### src/rtl/crs_defs.svh
/*
  crs_defs.svh: offsets, field positions, reset values and timing counts
  for the clock and reset sequencer.
  Assumes inclusion by bare name from any file that needs the constants.
*/
`ifndef CRS_DEFS_SVH
`define CRS_DEFS_SVH

// register indices on the plain register port
`define CRS_REG_POWER_MGMT_CTRL       4'h0
`define CRS_REG_POWER_MGMT_CTRL_ALIAS 4'h1
`define CRS_REG_STATUS      4'h2

// power_mgmt_ctrl fields
`define CRS_MUL_LSB         0
`define CRS_MUL_MSB         5
`define CRS_DIV_LSB         6
`define CRS_DIV_MSB         7
`define CRS_BYPASS_BIT      8
`define CRS_OUTSEL_BIT      12
`define CRS_POWER_MGMT_CTRL_MASK      32'h0000_11FF

// startup ratios decoded from clock_ratio_cfg_pins
`define CRS_MUL_CFG00       6'h06
`define CRS_MUL_CFG01       6'h20
`define CRS_MUL_CFG10       6'h10
`define CRS_DIV_RESET       2'h0

// lock wait in reference clock cycles
`define CRS_LOCK_CYCLES     4096

`endif

### src/rtl/crs_pkg.sv
/*
  crs_pkg.sv: types shared by the clock and reset sequencer.
  Assumes nothing beyond a SystemVerilog compiler.
*/
package crs_pkg;
  // gray coded along hold -> lock wait -> run
  typedef enum logic [1:0] {
    CRS_HOLD = 2'b00,
    CRS_LOCK = 2'b01,
    CRS_RUN  = 2'b11
  } crs_state_e;
endpackage

### src/rtl/crs_sequencer.sv
/*
  crs_sequencer.sv: clock source selection, startup ratio, lock wait,
  core reset release and the shared reset/clock output pin.
  Assumes clock is the reference clock, reset is the asynchronous external
  reset already inverted to active high, and cfg pins are asynchronous.
*/
// The register offsets and strobed register access are this design's own decisions.
`timescale 1ns/100ps
`include "crs_defs.svh"

module crs_sequencer
  import crs_pkg::*;
#(
  parameter int LOCK_CYCLES = `CRS_LOCK_CYCLES
) (
  input  wire logic        clock,
  input  wire logic        reset,
  input  wire logic [1:0]  clock_ratio_cfg_pins,
  input  wire logic        pll_clock_in,
  input  wire logic [3:0]  reg_addr,
  input  wire logic [31:0] reg_wdata,
  input  wire logic        reg_write,
  input  wire logic        reg_read,
  output logic      [31:0] reg_rdata,
  output logic             core_reset,
  output logic             core_fetch_vector,
  output logic             core_clock_sel_pll,
  output logic      [5:0]  pll_multiplier,
  output logic      [1:0]  pll_divider,
  output logic             reset_or_clock_out
);

  localparam int CW = $clog2(LOCK_CYCLES + 1);

  // two-flop synchroniser for the asynchronous config pins
  logic [1:0] cfg_meta_r;
  logic [1:0] cfg_sync_r;
  always_ff @(posedge clock or posedge reset) begin
    if (reset) begin
      cfg_meta_r <= 2'h0;
      cfg_sync_r <= 2'h0;
    end else begin
      cfg_meta_r <= clock_ratio_cfg_pins;
      cfg_sync_r <= cfg_meta_r;
    end
  end

  // startup ratio decode; 11 is undefined and runs on the raw reference
  logic [5:0] mul_dec;
  logic       bypass_dec;
  always_comb begin
    mul_dec    = `CRS_MUL_CFG00;
    bypass_dec = 1'b0;
    case (cfg_sync_r)
      2'b00: mul_dec = `CRS_MUL_CFG00;
      2'b01: mul_dec = `CRS_MUL_CFG01;
      2'b10: mul_dec = `CRS_MUL_CFG10;
      default: begin
        mul_dec    = 6'h01;
        bypass_dec = 1'b1;
      end
    endcase
  end

  // sequencer state and lock counter
  crs_state_e     state_r;
  logic [CW-1:0]  lock_cnt_r;
  always_ff @(posedge clock or posedge reset) begin
    if (reset) begin
      state_r    <= CRS_HOLD;
      lock_cnt_r <= '0;
    end else begin
      case (state_r)
        CRS_HOLD: begin
          // first clocked cycle after release: cfg_sync_r still holds its reset value
          state_r    <= CRS_LOCK;
          lock_cnt_r <= '0;
        end
        CRS_LOCK: begin
          if (lock_cnt_r == CW'(LOCK_CYCLES - 1))
            state_r <= CRS_RUN;
          lock_cnt_r <= lock_cnt_r + CW'(1);
        end
        CRS_RUN:  state_r <= CRS_RUN;
        default:  state_r <= CRS_HOLD;
      endcase
    end
  end

  // control register; pin-derived values are loaded until the core runs
  logic [5:0] mul_r;
  logic [1:0] div_r;
  logic       bypass_r;
  logic       outsel_r;
  logic       pm_wr;
  assign pm_wr = reg_write && state_r == CRS_RUN &&
                 (reg_addr == `CRS_REG_POWER_MGMT_CTRL ||
                  reg_addr == `CRS_REG_POWER_MGMT_CTRL_ALIAS);
  always_ff @(posedge clock or posedge reset) begin
    if (reset) begin
      mul_r    <= `CRS_MUL_CFG00;
      div_r    <= `CRS_DIV_RESET;
      bypass_r <= 1'b0;
      outsel_r <= 1'b0;
    end else if (state_r != CRS_RUN) begin
      mul_r    <= mul_dec;
      div_r    <= `CRS_DIV_RESET;
      bypass_r <= bypass_dec;
      outsel_r <= 1'b0;
    end else if (pm_wr) begin
      mul_r    <= reg_wdata[`CRS_MUL_MSB:`CRS_MUL_LSB];
      div_r    <= reg_wdata[`CRS_DIV_MSB:`CRS_DIV_LSB];
      bypass_r <= reg_wdata[`CRS_BYPASS_BIT];
      outsel_r <= reg_wdata[`CRS_OUTSEL_BIT];
    end
  end

  // register outputs straight from flops
  always_ff @(posedge clock or posedge reset) begin
    if (reset) begin
      core_reset         <= 1'b1;
      core_fetch_vector  <= 1'b0;
      core_clock_sel_pll <= 1'b0;
      pll_multiplier     <= `CRS_MUL_CFG00;
      pll_divider        <= `CRS_DIV_RESET;
    end else begin
      core_reset         <= state_r != CRS_RUN;
      // one-cycle pulse in the cycle core_reset falls; core_reset is
      // still high only on the first run edge, so the pulse cannot stretch
      core_fetch_vector  <= state_r == CRS_RUN && core_reset;
      core_clock_sel_pll <= ~bypass_r;
      pll_multiplier     <= mul_r;
      pll_divider        <= div_r;
    end
  end

  // shared pin: reset out by default, PLL clock when bit 12 set.
  // the clock path is a sampled copy since outputs come from flops; a
  // real chip would use a glitch-free mux cell here instead.
  always_ff @(posedge clock or posedge reset) begin
    if (reset)
      reset_or_clock_out <= 1'b1;
    else if (outsel_r)
      reset_or_clock_out <= pll_clock_in;
    else
      reset_or_clock_out <= state_r != CRS_RUN;
  end

  // read port, data one cycle after the strobe
  logic [31:0] pm_word;
  assign pm_word = {19'h0, outsel_r, 3'h0, bypass_r, div_r, mul_r};
  always_ff @(posedge clock or posedge reset) begin
    if (reset)
      reg_rdata <= 32'h0;
    else if (!reg_read)
      reg_rdata <= 32'h0;
    else if (reg_addr == `CRS_REG_POWER_MGMT_CTRL ||
             reg_addr == `CRS_REG_POWER_MGMT_CTRL_ALIAS)
      reg_rdata <= pm_word;
    else if (reg_addr == `CRS_REG_STATUS)
      reg_rdata <= {28'h0, cfg_sync_r, state_r};
    else
      reg_rdata <= 32'h0;
  end

endmodule // crs_sequencer

### config.mk
export PLATFORM = sky130hd
export DESIGN_NAME = crs_sequencer
export DESIGN_NICKNAME = d
export VERILOG_FILES = /design/src/rtl/crs_pkg.sv /design/src/rtl/crs_sequencer.sv
export VERILOG_INCLUDE_DIRS = /design/src /design/src/rtl
export SDC_FILE = /design/constraint.sdc
export NUM_CORES = 1
export LEC_CHECK = 0
export BUFFER_PORTS_ARGS = -buffer_cell sky130_fd_sc_hd__buf_2
export CAP_MARGIN = 20
export CORE_ASPECT_RATIO = 1.2
export CORE_UTILIZATION = 48
export CTS_BUF_LIST = sky130_fd_sc_hd__clkbuf_8 sky130_fd_sc_hd__clkbuf_16
export CTS_CLUSTER_SIZE = 16
export DETAILED_ROUTE_END_ITERATION = 8
export MAX_ROUTING_LAYER = met4
export PLACE_DENSITY = 0.87
export SYNTH_ARGS = -nofsm -noshare
export SYNTH_HDL_FRONTEND = slang
export SYNTH_SLANG_ARGS = --single-unit
### constraint.sdc
create_clock -name clock -period 1.65 [get_ports clock]
set_input_delay 0.33 -clock clock [delete_from_list [all_inputs] [get_ports clock]]
set_output_delay 0.33 -clock clock [all_outputs]
set_load 0.05 [all_outputs]
==> metrics.md <==
| Metric | Value |
|---|---|
| Status | complete, no violations |
| Core box area | approximately 0.0043 sq mm |
| Vias in the first global route | 1464 |
| Total Routing Usage GR | a little under a fifth |
| Seq cells post-synth | 51 |
| Maximum clock rate | roughly 630 MHz |
| R2R Path End | lock_cnt_r[12] |
| Post-route minimum period | 1.59 ns |
| ANT nets after route | 0 |
| Starting density of the core | 50.4% |
| Grt total ovfl | 0 |
| Crit end category | register |
| Wire length per cell | around 13 um |
| Die Area | 0.00478 sq mm |
| GR Util met1 | about a fifth |
| Drt initial violations | 77 |
| Register area | between 0.001 and 0.0015 sq mm |
| Crit-path cells | ha_4 -> nand3_1 -> or4_4 -> or3_1 -> o21ai_1 |
| WP data arrival | between 1.5 and 2 ns |
| Ant diodes | 0 |
| Critical Path RT | 1.88 ns |
| Worst-path clk slew | roughly 0.090 ns |
| Hold EP | cfg_meta_r[0] |
| Placed cells | 287 |
| Io pins | 87 |
| Met3 Track Usage GR | 5.24% |
| Cells after Synth | 191 |
| Max cap viols | 0 |
| Multi-input logic area | 769 sq um |
| Simple-Gate Fraction of Synth Area | 15.4% |
| HP Start | clock_ratio_cfg_pins[0] |
| CP Launch Type | register |
| Clock skew | between 0.009 and 0.01 ns |
| Worst min path class | in -> reg |
| Tot Pwr | 0.00238 W |
| RePlAce Congestion | about 0.73 |
| Max-slew violations | 0 |
| # rows | 26 |
| Die Y | 75.6 um |
| Area leader, netlist | dfrtp_1 |
| Post-synth top flop | dfrtp_1 |
| Crit-path slowest cell | or4_4 |
| Via Count | 1518 |
| Clock Path Buffers | 2 |
| TNS Setup | 0 ns |
| Ratio of final minimum period to clock period | a little over nine tenths |
| Synthesized-area fraction occupied by adder cells | 0.578% |
| Hold path depth | 1 |
| Worst-Skew Late Latency | 0.30 ns |
| Syn Area/Cell | 11.3 sq um |
| Inserted Clock Buffers | 5 |
| Area of the mapped netlist | 0.00216 sq mm |
| Global routing usage on met2 | about a third |
| DIE WIDTH | approximately 63 um |
| Post-Route WL | 3960 um |
| Critical R2R Launch | lock_cnt_r[1] |
| Via density | 5.13 |
| YS warnings | 0 |
| Area added between synthesis and finish | 17.2% |
| Synth area leaders | dfrtp_1 (52%), buf_4 (8.0%), dfstp_2 (7.3%) |
| Top cell type's share of synthesized area | ~52% |
| Port buffer count | 42 |
| Post-DP HPWL | 2770 um |
| DRC viols | 0 |
| # fillers | between 300 and 400 |
| Clock sink total | 51 |
| Final setup fails | 0 |
| Layout cell share with drive strength beyond 1 | 31.3% |
| Async S/R FF share, synth | 100% |
| Gr busiest metal | met2 |
| Critical path startpoint | lock_cnt_r[1] |
| Sequential area share after synthesis | about three fifths |
| Final Hold Vio Count | 0 |
| Leak pwr | 1.23 nW |
| Root Buffer | clkbuf_8 |
| Critical path class | reg -> reg |
| H-tree depth | 2 |
| Count of unique library cells instantiated by Yosys | 34 |
| Largest net degree at the start of global routing | 38 |
| Initial DRT Pass Iterations | 4 |
| Fin nets | 283 |
| Most common cell after layout, fill and taps aside | dfrtp_1 |
| Compound-Gate Fraction of Synth Area | 8.90% |
| Initial antenna violation count | 0 |
| CTS tree | built |
| R2r worst-path depth | 5 |
| Max IR drop VDD | between 0.3 and 0.4 mV |
| First-pass GRT wire length | roughly 6600 um |
| Crit-path max cell delay | 0.43 ns |
| Commonest cells after routing, fill and taps aside | dfrtp_1 (43), buf_2 (42), conb_1 (22) |
| Fin cells | about 300 |
| Largest fanout on the critical path | 4 |
| Hold WS | 0.133 ns |
| Largest family of logic cells by synthesized area | simple AND/OR/NAND/NOR gates |
| Flop-to-flop setup slack | between 0.05 and 0.06 ns |
| Synth Area in XOR/XNOR | 0% |
| PwrDens | 937 mW/mm^2 |
| Post-synth EDFFs | 0 |
| Mux cell area share after synthesis | 5.72% |
## logic make-up after synthesis
logic type	Yosys count
AO/OA/AOI/OAI	28
AND/OR/NAND/NOR	64
other	1
multiplexers	12
buffers and inverters	34
adder cells (fa/ha/maj)	1
flip-flops	51
## stage by stage
step	area (sq um)	setup WS, ns	util, %
global placement	2400	0.0885	55.8
finish	2540	0.0580	59.1
CTS	2520	0.00951	58.6
global route	2540	-0.00785	59.1
floorplan	2240	0.100	-
detailed placement	2400	0.0187	55.8
## worst max-delay path by stage
| stage | endpoint | cells past startpoint |
|---|---|---|
| CTS | lock_cnt_r[12] | 5 |
| global placement | lock_cnt_r[10] | 4 |
| detailed placement | lock_cnt_r[12] | 5 |
| global route | lock_cnt_r[12] | 4 |
| finish | lock_cnt_r[12] | 5 |
| floorplan | bypass_r | 1 |
## per-layer routing
layer	up-vias	wire, um
li1	717	-
met4	0	89
met1	730	1590
met3	10	212
met2	61	2070
met5	-	0
## timing repair
item,in CTS,in global routing
setup buffers,0,0
endpoints found under the setup margin,0,3
hold buffers,1,0
resized for setup,0,5
hold endpoints to repair,13,0
## worst max-delay path, delay by kind of cell, from the launching register on
family,cells,cell delay (ns)
AO/OA/AOI/OAI,1,0.10
AND/OR/NAND/NOR,3,0.83
flip-flops,1,0.42
adder cells (fa/ha/maj),1,0.18
## registers in the layout, indices dropped and copies added (netlist names), 6 cells and up
register / count
lock_cnt_r: 13
reg_rdata: 10
mul_r: 6
pll_multiplier: 6
## synth_stat cells (all sizes together), types with 4 or more instances
cell type,n
a22o,7
dfrtp,45
and3,4
and2,5
buf,24
o21ai,11
nand3,16
mux2i,9
nand2,15
dfstp,6
inv,4
clkbuf,6
nor2,10
## cell type report
cell class,instances,share of cell area [%]
multi-input cells,127,30.3
well taps,56,2.76
repair buffers,50,11.2
clock buffers,5,2.71
inverters,4,0.592
flip-flops and latches,51,50.7
clock inverters,3,1.63
## power breakdown
part           switching [W]  total (W)  leakage, nW  internal, W
Sequential         0.0000102    0.00129        0.652      0.00127
Combinational       0.000197   0.000243        0.523    0.0000455
Clock               0.000402   0.000848       0.0556     0.000446
Note: power is estimated with default switching activity, not from simulation.
